===== src/logic/wave_timing_pkg.sv =====
// Purpose: shared constants and types for the waveform update timing block
// Assumes: 25 MHz system clock, ten programmable function inputs
// Notes:   register offsets are byte addresses on the plain register port
package wave_timing_pkg;

    localparam int PFI_N   = 10;
    localparam int ADDR_W  = 8;
    localparam int DATA_W  = 32;
    localparam int CNT_W   = 24;
    localparam int ACC_W   = 16;
    localparam int UCNT_W  = 16;

    // register offsets
    localparam logic [ADDR_W-1:0] OFF_TRIG_CFG = 8'h00;
    localparam logic [ADDR_W-1:0] OFF_UPD_CFG  = 8'h04;
    localparam logic [ADDR_W-1:0] OFF_CLK_CFG  = 8'h08;
    localparam logic [ADDR_W-1:0] OFF_INTERVAL = 8'h0C;
    localparam logic [ADDR_W-1:0] OFF_CTRL     = 8'h10;
    localparam logic [ADDR_W-1:0] OFF_STATUS   = 8'h14;

    // field positions
    localparam int SEL_LSB      = 0;
    localparam int SEL_W        = 4;
    localparam int POL_BIT      = 4;
    localparam int EXT_BIT      = 5;
    localparam int SRC_LSB      = 5;
    localparam int SRC_W        = 2;
    localparam int CTRL_POSTED  = 0;
    localparam int CTRL_GATE    = 1;
    localparam int CTRL_TRIG_OE = 2;
    localparam int CTRL_UPD_OE  = 3;
    localparam int CTRL_STOP    = 8;
    localparam int CTRL_START   = 9;
    localparam int ST_RUN_BIT   = 0;
    localparam int ST_CNT_BIT   = 1;
    localparam int ST_GATE_BIT  = 2;
    localparam int ST_UCNT_LSB  = 16;

    // interval clock source codes
    localparam logic [SRC_W-1:0] SRC_FAST = 2'h0;
    localparam logic [SRC_W-1:0] SRC_SLOW = 2'h1;
    localparam logic [SRC_W-1:0] SRC_EXT  = 2'h2;

    // reset values
    localparam logic [5:0]        TRIG_CFG_RST = 6'h00;
    localparam logic [5:0]        UPD_CFG_RST  = 6'h00;
    localparam logic [6:0]        CLK_CFG_RST  = 7'h00;
    localparam logic [CNT_W-1:0]  INTERVAL_RST = 24'h000014;
    localparam logic [3:0]        CTRL_RST     = 4'h0;

    // timing
    localparam int CLK_KHZ          = 25000;
    localparam int TB_FAST_KHZ      = 20000;
    localparam int TB_SLOW_KHZ      = 100;
    localparam int TRIG_PULSE_MIN_NS = 50;
    localparam int UPD_PULSE_MIN_NS  = 300;
    localparam int TRIG_PULSE_CYC   = (TRIG_PULSE_MIN_NS * CLK_KHZ + 999999) / 1000000;
    localparam int UPD_PULSE_CYC    = (UPD_PULSE_MIN_NS * CLK_KHZ + 999999) / 1000000;
    localparam int PW_W             = 4;

    typedef enum {ST_IDLE, ST_RUN} run_state_e;

    typedef struct packed {
        logic out;
        logic oe;
    } pin_drive_s;

endpackage


===== src/logic/waveform_update_timing.sv =====
// Purpose: start trigger, update strobe and interval counter for the waveform generator
// Assumes: pfi pins asynchronous; buf_done and register port on clk_sys
// Notes:   monitor pins stay released until software enables them
// How it works
// - start trigger from any pin, chosen edge
// - trigger edge starts waveform generation
// - trigger also starts interval counter if internal
// - trigger monitor: high pulse, 50-100 ns
// - monitor pins released until enabled
// - latch strobe from any pin updates converters
// - strobes act only in posted-update mode
// - strobe monitor: delivered pulse, low, 300-350 ns
// - pin strobe updates converters within 120 ns
// - interval counter makes strobes unless external
// - counter starts on trigger, stops command/buffer
// - software gate suppresses every converter update
// - interval clock from pin, edge detected
// - internal 20 MHz or 100 kHz timebase
`timescale 1ns/1ps
module waveform_update_timing (
    input  wire logic                                    clk_sys,
    input  wire logic                                    nrst,
    input  wire logic                                    ce,
    input  wire logic [wave_timing_pkg::PFI_N-1:0]       pfi_in,
    input  wire logic                                    buf_done,
    input  wire logic [wave_timing_pkg::ADDR_W-1:0]      reg_addr,
    input  wire logic [wave_timing_pkg::DATA_W-1:0]      reg_wdata,
    input  wire logic                                    reg_wr,
    input  wire logic                                    reg_rd,
    output logic      [wave_timing_pkg::DATA_W-1:0]      reg_rdata,
    output logic                                         wave_start,
    output logic                                         wave_running,
    output logic                                         dac_update,
    output wave_timing_pkg::pin_drive_s                  trig_mon,
    output wave_timing_pkg::pin_drive_s                  update_mon_n
);

    logic [wave_timing_pkg::PFI_N-1:0]  pfi_s;
    logic [5:0]                         trig_cfg;
    logic [5:0]                         upd_cfg;
    logic [6:0]                         clk_cfg;
    logic [wave_timing_pkg::CNT_W-1:0]  interval;
    logic [3:0]                         ctrl;
    logic [2:0]                         sel_chg;

    logic                               sw_stop;
    logic                               sw_start;

    logic                               trig_lvl;
    logic                               trig_prev;
    logic                               trig_edge;
    logic                               upd_lvl;
    logic                               upd_prev;
    logic                               upd_edge;
    logic                               xclk_lvl;
    logic                               xclk_prev;
    logic                               xclk_tick;

    logic [wave_timing_pkg::ACC_W-1:0]  acc_fast;
    logic [wave_timing_pkg::ACC_W-1:0]  acc_slow;
    logic [wave_timing_pkg::ACC_W:0]    next_fast;
    logic [wave_timing_pkg::ACC_W:0]    next_slow;
    logic                               src_tick;

    logic                               start_evt;
    logic                               stop_evt;
    logic                               upd_ext;
    wave_timing_pkg::run_state_e        cnt_state;
    logic [wave_timing_pkg::CNT_W-1:0]  cnt;
    logic                               int_tick;

    logic                               upd_req;
    logic                               upd_deliver;

    logic [wave_timing_pkg::PW_W-1:0]   trig_pw;
    logic [wave_timing_pkg::PW_W-1:0]   upd_pw;
    logic [wave_timing_pkg::UCNT_W-1:0] upd_count;

    // pick one pin and optionally invert it
    function automatic logic pick(input logic [wave_timing_pkg::PFI_N-1:0] pins,
                                  input logic [wave_timing_pkg::SEL_W-1:0] sel,
                                  input logic inv);
        logic b;
        b = 1'b0;
        if (int'(sel) < wave_timing_pkg::PFI_N) begin
            b = pins[sel];
        end
        return b ^ inv;
    endfunction

    // fractional timebase step; msb is the tick
    function automatic logic [wave_timing_pkg::ACC_W:0] tb_step(input logic [wave_timing_pkg::ACC_W-1:0] acc,
                                                                input int khz);
        int sum;
        sum = int'(acc) + khz;
        if (sum >= wave_timing_pkg::CLK_KHZ) begin
            return {1'b1, wave_timing_pkg::ACC_W'(sum - wave_timing_pkg::CLK_KHZ)};
        end
        return {1'b0, wave_timing_pkg::ACC_W'(sum)};
    endfunction

    // routed edge, masked after a source change
    function automatic logic rise(input logic lvl,
                                  input logic prev,
                                  input logic chg);
        return lvl & ~prev & ~chg;
    endfunction

    // only synchronised pins reach the routing
    pin_sync #(
        .W (wave_timing_pkg::PFI_N)
    ) u_pin_sync (
        .clk_sys (clk_sys),
        .nrst    (nrst),
        .ce      (ce),
        .d       (pfi_in),
        .q       (pfi_s)
    );

    // routing of the three pin functions
    always_comb begin
        trig_lvl = pick(pfi_s, trig_cfg[wave_timing_pkg::SEL_LSB +: wave_timing_pkg::SEL_W],
                        trig_cfg[wave_timing_pkg::POL_BIT]);
        upd_lvl  = pick(pfi_s, upd_cfg[wave_timing_pkg::SEL_LSB +: wave_timing_pkg::SEL_W],
                        upd_cfg[wave_timing_pkg::POL_BIT]);
        xclk_lvl = pick(pfi_s, clk_cfg[wave_timing_pkg::SEL_LSB +: wave_timing_pkg::SEL_W],
                        clk_cfg[wave_timing_pkg::POL_BIT]);
    end

    // a new source selection is not an edge
    always_ff @(posedge clk_sys or negedge nrst) begin
        if (!nrst) begin
            sel_chg <= 3'h0;
        end else if (ce) begin
            sel_chg <= 3'h0;
            if (reg_wr) begin
                sel_chg[0] <= reg_addr == wave_timing_pkg::OFF_TRIG_CFG;
                sel_chg[1] <= reg_addr == wave_timing_pkg::OFF_UPD_CFG;
                sel_chg[2] <= reg_addr == wave_timing_pkg::OFF_CLK_CFG;
            end
        end
    end

    always_ff @(posedge clk_sys or negedge nrst) begin
        if (!nrst) begin
            trig_prev <= 1'b0;
            upd_prev  <= 1'b0;
            xclk_prev <= 1'b0;
        end else if (ce) begin
            trig_prev <= trig_lvl;
            upd_prev  <= upd_lvl;
            xclk_prev <= xclk_lvl;
        end
    end

    assign trig_edge = rise(trig_lvl, trig_prev, sel_chg[0]);
    assign upd_edge  = rise(upd_lvl, upd_prev, sel_chg[1]);
    // a new active level counts as one interval clock
    // levels shorter than a clock can be missed
    assign xclk_tick = rise(xclk_lvl, xclk_prev, sel_chg[2]);

    // internal timebases
    // 20 MHz has one clock of jitter
    assign next_fast = tb_step(acc_fast, wave_timing_pkg::TB_FAST_KHZ);
    assign next_slow = tb_step(acc_slow, wave_timing_pkg::TB_SLOW_KHZ);

    always_ff @(posedge clk_sys or negedge nrst) begin
        if (!nrst) begin
            acc_fast <= '0;
            acc_slow <= '0;
        end else if (ce) begin
            acc_fast <= next_fast[wave_timing_pkg::ACC_W-1:0];
            acc_slow <= next_slow[wave_timing_pkg::ACC_W-1:0];
        end
    end

    always_comb begin
        case (clk_cfg[wave_timing_pkg::SRC_LSB +: wave_timing_pkg::SRC_W])
            wave_timing_pkg::SRC_FAST: src_tick = next_fast[wave_timing_pkg::ACC_W];
            wave_timing_pkg::SRC_SLOW: src_tick = next_slow[wave_timing_pkg::ACC_W];
            wave_timing_pkg::SRC_EXT:  src_tick = xclk_tick;
            default:                   src_tick = next_fast[wave_timing_pkg::ACC_W];
        endcase
    end

    assign upd_ext   = upd_cfg[wave_timing_pkg::EXT_BIT];
    assign start_evt = trig_edge | sw_start;
    // buffer end stops run and counter
    assign stop_evt  = sw_stop | buf_done;

    // waveform generation run flag; a start in the stop cycle wins
    always_ff @(posedge clk_sys or negedge nrst) begin
        if (!nrst) begin
            wave_running <= 1'b0;
            wave_start   <= 1'b0;
        end else if (ce) begin
            wave_start <= start_evt;
            if (start_evt) begin
                wave_running <= 1'b1;
            end else if (stop_evt) begin
                wave_running <= 1'b0;
            end
        end
    end

    // update interval counter
    always_ff @(posedge clk_sys or negedge nrst) begin
        if (!nrst) begin
            cnt_state <= wave_timing_pkg::ST_IDLE;
            cnt       <= '0;
            int_tick  <= 1'b0;
        end else if (ce) begin
            int_tick <= 1'b0;
            case (cnt_state)
                wave_timing_pkg::ST_IDLE: begin
                    if (start_evt && !upd_ext) begin
                        cnt_state <= wave_timing_pkg::ST_RUN;
                        cnt       <= interval;
                    end
                end
                wave_timing_pkg::ST_RUN: begin
                    if (start_evt) begin
                        cnt <= interval;
                    end else if (stop_evt || upd_ext) begin
                        cnt_state <= wave_timing_pkg::ST_IDLE;
                    end else if (src_tick) begin
                        if (cnt <= wave_timing_pkg::CNT_W'(1)) begin
                            int_tick <= 1'b1;
                            cnt      <= interval;
                        end else begin
                            cnt <= cnt - wave_timing_pkg::CNT_W'(1);
                        end
                    end
                end
                default: begin
                    cnt_state <= wave_timing_pkg::ST_IDLE;
                end
            endcase
        end
    end

    assign upd_req     = upd_ext ? upd_edge : int_tick;
    // the source keeps strobes far enough apart to reload the latches
    assign upd_deliver = upd_req & ctrl[wave_timing_pkg::CTRL_POSTED]
                         & ~ctrl[wave_timing_pkg::CTRL_GATE];

    // converter latch pulse and monitor pulse widths
    always_ff @(posedge clk_sys or negedge nrst) begin
        if (!nrst) begin
            dac_update <= 1'b0;
            trig_pw    <= '0;
            upd_pw     <= '0;
            upd_count  <= '0;
        end else if (ce) begin
            dac_update <= upd_deliver;
            if (start_evt) begin
                trig_pw <= wave_timing_pkg::PW_W'(wave_timing_pkg::TRIG_PULSE_CYC);
            end else if (trig_pw != '0) begin
                trig_pw <= trig_pw - wave_timing_pkg::PW_W'(1);
            end
            // a new strobe restarts the low pulse
            if (upd_deliver) begin
                upd_pw    <= wave_timing_pkg::PW_W'(wave_timing_pkg::UPD_PULSE_CYC);
                upd_count <= upd_count + wave_timing_pkg::UCNT_W'(1);
            end else if (upd_pw != '0) begin
                upd_pw <= upd_pw - wave_timing_pkg::PW_W'(1);
            end
        end
    end

    // monitor pins: released until enabled
    always_ff @(posedge clk_sys or negedge nrst) begin
        if (!nrst) begin
            trig_mon     <= '{out: 1'b0, oe: 1'b0};
            update_mon_n <= '{out: 1'b1, oe: 1'b0};
        end else if (ce) begin
            trig_mon.out     <= start_evt | (trig_pw > wave_timing_pkg::PW_W'(1));
            trig_mon.oe      <= ctrl[wave_timing_pkg::CTRL_TRIG_OE];
            update_mon_n.out <= ~(upd_deliver | (upd_pw > wave_timing_pkg::PW_W'(1)));
            update_mon_n.oe  <= ctrl[wave_timing_pkg::CTRL_UPD_OE];
        end
    end

    // register writes
    always_ff @(posedge clk_sys or negedge nrst) begin
        if (!nrst) begin
            trig_cfg <= wave_timing_pkg::TRIG_CFG_RST;
            upd_cfg  <= wave_timing_pkg::UPD_CFG_RST;
            clk_cfg  <= wave_timing_pkg::CLK_CFG_RST;
            interval <= wave_timing_pkg::INTERVAL_RST;
            ctrl     <= wave_timing_pkg::CTRL_RST;
            sw_stop  <= 1'b0;
            sw_start <= 1'b0;
        end else if (ce) begin
            sw_stop  <= 1'b0;
            sw_start <= 1'b0;
            if (reg_wr) begin
                case (reg_addr)
                    wave_timing_pkg::OFF_TRIG_CFG: trig_cfg <= reg_wdata[5:0];
                    wave_timing_pkg::OFF_UPD_CFG:  upd_cfg  <= reg_wdata[5:0];
                    wave_timing_pkg::OFF_CLK_CFG:  clk_cfg  <= reg_wdata[6:0];
                    wave_timing_pkg::OFF_INTERVAL: interval <= reg_wdata[wave_timing_pkg::CNT_W-1:0];
                    wave_timing_pkg::OFF_CTRL: begin
                        ctrl     <= reg_wdata[3:0];
                        sw_stop  <= reg_wdata[wave_timing_pkg::CTRL_STOP];
                        sw_start <= reg_wdata[wave_timing_pkg::CTRL_START];
                    end
                    default: begin
                    end
                endcase
            end
        end
    end

    // register reads, data in the following cycle
    always_ff @(posedge clk_sys or negedge nrst) begin
        if (!nrst) begin
            reg_rdata <= '0;
        end else if (ce) begin
            reg_rdata <= '0;
            if (reg_rd) begin
                case (reg_addr)
                    wave_timing_pkg::OFF_TRIG_CFG: reg_rdata <= {26'h0000000, trig_cfg};
                    wave_timing_pkg::OFF_UPD_CFG:  reg_rdata <= {26'h0000000, upd_cfg};
                    wave_timing_pkg::OFF_CLK_CFG:  reg_rdata <= {25'h0000000, clk_cfg};
                    wave_timing_pkg::OFF_INTERVAL: reg_rdata <= {8'h00, interval};
                    wave_timing_pkg::OFF_CTRL:     reg_rdata <= {28'h0000000, ctrl};
                    wave_timing_pkg::OFF_STATUS: begin
                        reg_rdata[wave_timing_pkg::ST_RUN_BIT]  <= wave_running;
                        reg_rdata[wave_timing_pkg::ST_CNT_BIT]  <= (cnt_state == wave_timing_pkg::ST_RUN);
                        reg_rdata[wave_timing_pkg::ST_GATE_BIT] <= ctrl[wave_timing_pkg::CTRL_GATE];
                        reg_rdata[wave_timing_pkg::ST_UCNT_LSB +: wave_timing_pkg::UCNT_W] <= upd_count;
                    end
                    default: reg_rdata <= '0;
                endcase
            end
        end
    end

endmodule


===== src/logic/pin_sync.sv =====
// Purpose: two-flop synchroniser for a bundle of pin inputs
// Assumes: each bit is an independent level from outside the clock domain
// Notes:   only the second stage leaves this module
`timescale 1ns/1ps
module pin_sync #(
    parameter int W = 1
) (
    input  wire logic         clk_sys,
    input  wire logic         nrst,
    input  wire logic         ce,
    input  wire logic [W-1:0] d,
    output logic      [W-1:0] q
);

    logic [W-1:0] meta;

    always_ff @(posedge clk_sys or negedge nrst) begin
        if (!nrst) begin
            meta <= '0;
            q    <= '0;
        end else if (ce) begin
            meta <= d;
            q    <= meta;
        end
    end

endmodule


===== config.mk =====
export PLATFORM = sky130hd
export DESIGN_NAME = waveform_update_timing
export DESIGN_NICKNAME = d
export VERILOG_FILES = /design/src/logic/wave_timing_pkg.sv /design/src/logic/waveform_update_timing.sv /design/src/logic/pin_sync.sv
export SDC_FILE = /design/constraint.sdc
export NUM_CORES = 1
export LEC_CHECK = 0
export ABC_CLOCK_PERIOD_IN_PS = 3300
export BUFFER_PORTS_ARGS = -buffer_cell sky130_fd_sc_hd__buf_2
export CORE_ASPECT_RATIO = 1.75
export CORE_MARGIN = 2
export CORE_UTILIZATION = 25
export DETAILED_ROUTE_END_ITERATION = 10
export PLACE_DENSITY_LB_ADDON = 0.25
export SYNTH_ARGS = -nofsm -noshare
export SYNTH_HDL_FRONTEND = slang
export SYNTH_SLANG_ARGS = --single-unit

===== constraint.sdc =====
create_clock -name clk_sys -period 3.3 [get_ports clk_sys]
set_input_delay 0.165 -clock clk_sys [delete_from_list [all_inputs] [get_ports clk_sys]]
set_output_delay 0.165 -clock clk_sys [all_outputs]
set_load 0.005 [all_outputs]

==> flow_metrics.tcl <==
set metrics [dict create \
    status "completed" \
    min_period_over_period_pct 93.48 \
    ys_async_sr_fraction_pct 100.0 \
    nFillCells 4370 \
    worstReg2RegEnd "cnt[20]" \
    worst_pin_slew_ps 940.9 \
    clock_path_buffers 2 \
    ys_ff_latch 191 \
    numCtsBuffers 17 \
    syn_area_mm2 0.01045 \
    synth_flop_cell "dfrtp_1" \
    cp_num_buf_inv 3 \
    synthToLayoutAreaGrowth_pct 20.25 \
    critPathRequiredTime_ps 3630 \
    max_stage_delay_ps 350 \
    netlist_instances 1032 \
    hold_viol 0 \
    min_to "interval[1]" \
    drt_iter0_drc 394 \
    crit_fanout 32 \
    crit_chain "buf_4 -> inv_1 -> ha_1 -> a21oi_1 -> a211oi_1 -> o32a_1 -> o41a_1 -> o211a_1 -> o31a_1 -> buf_4 -> a21oi_1 -> a21oi_1" \
    fmax_mhz 324.2 \
    initial_core_util_pct 25.19 \
    power_density_mw_per_mm2 716.9 \
    cp_slowest_cell "dfrtp_1" \
    crit_top_cell "a21oi_1" \
    grt_max_degree 101 \
    clock_latency_ps 460 \
    crit_path_start_kind "register" \
    core_mm2 0.04150 \
    rr_worst_depth 12 \
    synth.avg_cell_area_um2 10.13 \
    r2r_slack_ps 220 \
    worstSetupPathType "register to register" \
    arrival_ps 3420 \
    dp_slack_ps 174.8 \
    synth.distinct_cells 81 \
    cap_viol_max_count 0 \
    maxSlewHeadroom_pct 37.28 \
    cts.sinks 191 \
    finalSetupTns_ps 0 \
    cts_max_level 4 \
    hpwl_mm 21.75 \
    wl_mm 29.55 \
    layout-drive-gt1-share_pct 23.28 \
    grt_pass1_vias 8419 \
    io_buffer_count 86 \
    skew_ps 15.55 \
    nNetsFinal 1225 \
    path_clk_slew_ps 80 \
    min_path_type "input port to register" \
    grt_antenna_before_repair 0 \
    vias 8228 \
    drv_slew 0 \
    diodes 0 \
    drc 0 \
    synth_edf_count 0 \
    grt_overflow 0 \
    via_per_inst 4.787 \
    pin_count 95 \
    num_rows 99 \
    end_kind "register" \
    worst_slack_ps 215.1 \
    synth_fp_nets 1106 \
    min_period_ps 3085 \
    wl_per_cell_um 17.19 \
    crit_family "compound AO/OA/AOI/OAI gates" \
    synth-seq-area-share_pct 45.76 \
    hold_path.startpoint "reg_wdata[1]" \
    die_h_um 274.5 \
    p_leak_nw 5.559 \
    cts_root_buf "clkbuf_16" \
    place_congestion 0.8141 \
    dieWidth_um 158.6 \
    timing.rr.start "acc_fast[5]" \
    synth_warnings 0 \
    worstHoldPathCells 2 \
    peakVddDrop_uv 414.4 \
    grt_usage_pct 13.97 \
    dr.pass1.iters 4 \
    dieArea_mm2 0.04353 \
    crit_cells 12 \
    setup_viol_count_final 0 \
    grt_pass1_wl_mm 46.87 \
    ant_nets 0 \
    grt_setup_unrepaired "false" \
    cts_tree "done" \
]
[cell type report]
class	instances	area (um2)	area share (%)
clock inverters	14	190.2	1.513
flip-flops and latches	191	4783	38.05
inverters	33	123.9	0.9855
repair buffers	162	1107	8.809
clock buffers	18	429.2	3.414
multi-input cells	746	5241	41.70
well taps	555	694.4	5.525
[sequential cells by signal, summed over array words and instances, names as in the netlist, 10 cells and up]
signal / flops
reg_rdata: 32
acc_fast: 13
u_pin_sync.meta: 10
acc_slow: 14
cnt: 24
u_pin_sync.q: 10
upd_count: 16
interval: 24
[power breakdown]
part	total (W)	switching (W)	leakage (nW)	internal [W]
clock network	0.00222	0.00106	0.297	0.00116
registers	0.00326	0.000500	2.45	0.00276
logic	0.00353	0.00197	2.81	0.00156
[worst register-to-register path, cell delays in order (launching register included)]
cell and delay [ps]:
dfrtp_1 350, buf_4 180, inv_1 60, ha_1 340, a21oi_1 250, a211oi_1 130
o32a_1 330, o41a_1 350, o211a_1 200, o31a_1 290, buf_4 240, a21oi_1 200
a21oi_1 60
[layout by cell type (no fill, tap or decap), types with 19 or more instances in the layout]
cell,n
a21oi_1,66
a22o_1,23
buf_2,85
buf_4,45
dfrtp_1,188
dlygate4sd3_1,29
inv_1,31
mux2_2,72
nand2_1,66
nand3_1,38
nor2_1,72
nor3_1,28
o21ai_0,57
o21ai_1,19
xnor2_1,35
xor2_1,21
[per-layer routing]
metal / vias to the layer above / global-route usage (%) / routed length [um]
met1: 4085 / 15.44 / 11770
li1: 3983 / - / -
met4: 0 / 4.339 / 588
met2: 133 / 26.61 / 16370
met5: - / 0 / 0
met3: 27 / 2.387 / 822
[repair_timing]
action	CTS	global route
setup endpoints to repair	0	18
setup buffers	0	2
endpoints found under the hold margin	127	0
hold buffers	29	0
resized for setup	0	3
[cells by family (layout without fill, tap and decap cells)]
| kind of cell | Yosys count | in the layout | synth area share (%) |
|---|---|---|---|
| xor+xnor | 56 | 56 | 4.692 |
| fa+ha+maj | 18 | 18 | 2.155 |
| compound gates | 274 | 274 | 17.42 |
| simple gates | 303 | 303 | 14.96 |
| flops | 191 | 191 | 45.76 |
| mux | 95 | 95 | 10.75 |
| buf+inv | 95 | 227 | 4.261 |
[stage by stage]
stage	area, um2	total power (W)	utilization, %	hold slack, ps	std cells
after CTS	12540	0.009101	30.23	9.474	1717
after global routing	12570	0.009665	30.29	16.76	1719
after detailed placement	11630	0.006811	28.04	345.1	1656
after floorplan	10450	0.005838	-	-130.6	1032
final	12570	0.009011	30.29	31.53	1719
after global placement	11630	0.006753	28.04	334.7	1656
[synthesized netlist by cell type, types with 23 or more instances]
cell type | number | area [um2]
nor3_1 | 28 | 140.1
mux2_2 | 72 | 810.8
clkbuf_1 | 28 | 105.1
a22o_1 | 23 | 201.4
nand3_1 | 38 | 190.2
xnor2_1 | 35 | 306.5
o21ai_0 | 57 | 285.3
a21oi_1 | 66 | 330.3
inv_1 | 32 | 120.1
nor2_1 | 72 | 270.3
dfrtp_1 | 188 | 4705
nand2_1 | 66 | 247.7
[how the worst max path moves through the flow]
stage,start,slack (ps),to
floorplan,acc_fast[5],400,cnt[12]
global placement,acc_slow[8],210,cnt[9]
CTS,acc_slow[2],170,cnt[16]
detailed placement,acc_slow[2],170,cnt[20]
global route,acc_slow[2],10,cnt[16]
finish,acc_fast[5],220,cnt[20]
(Power assumes the default switching activity.)
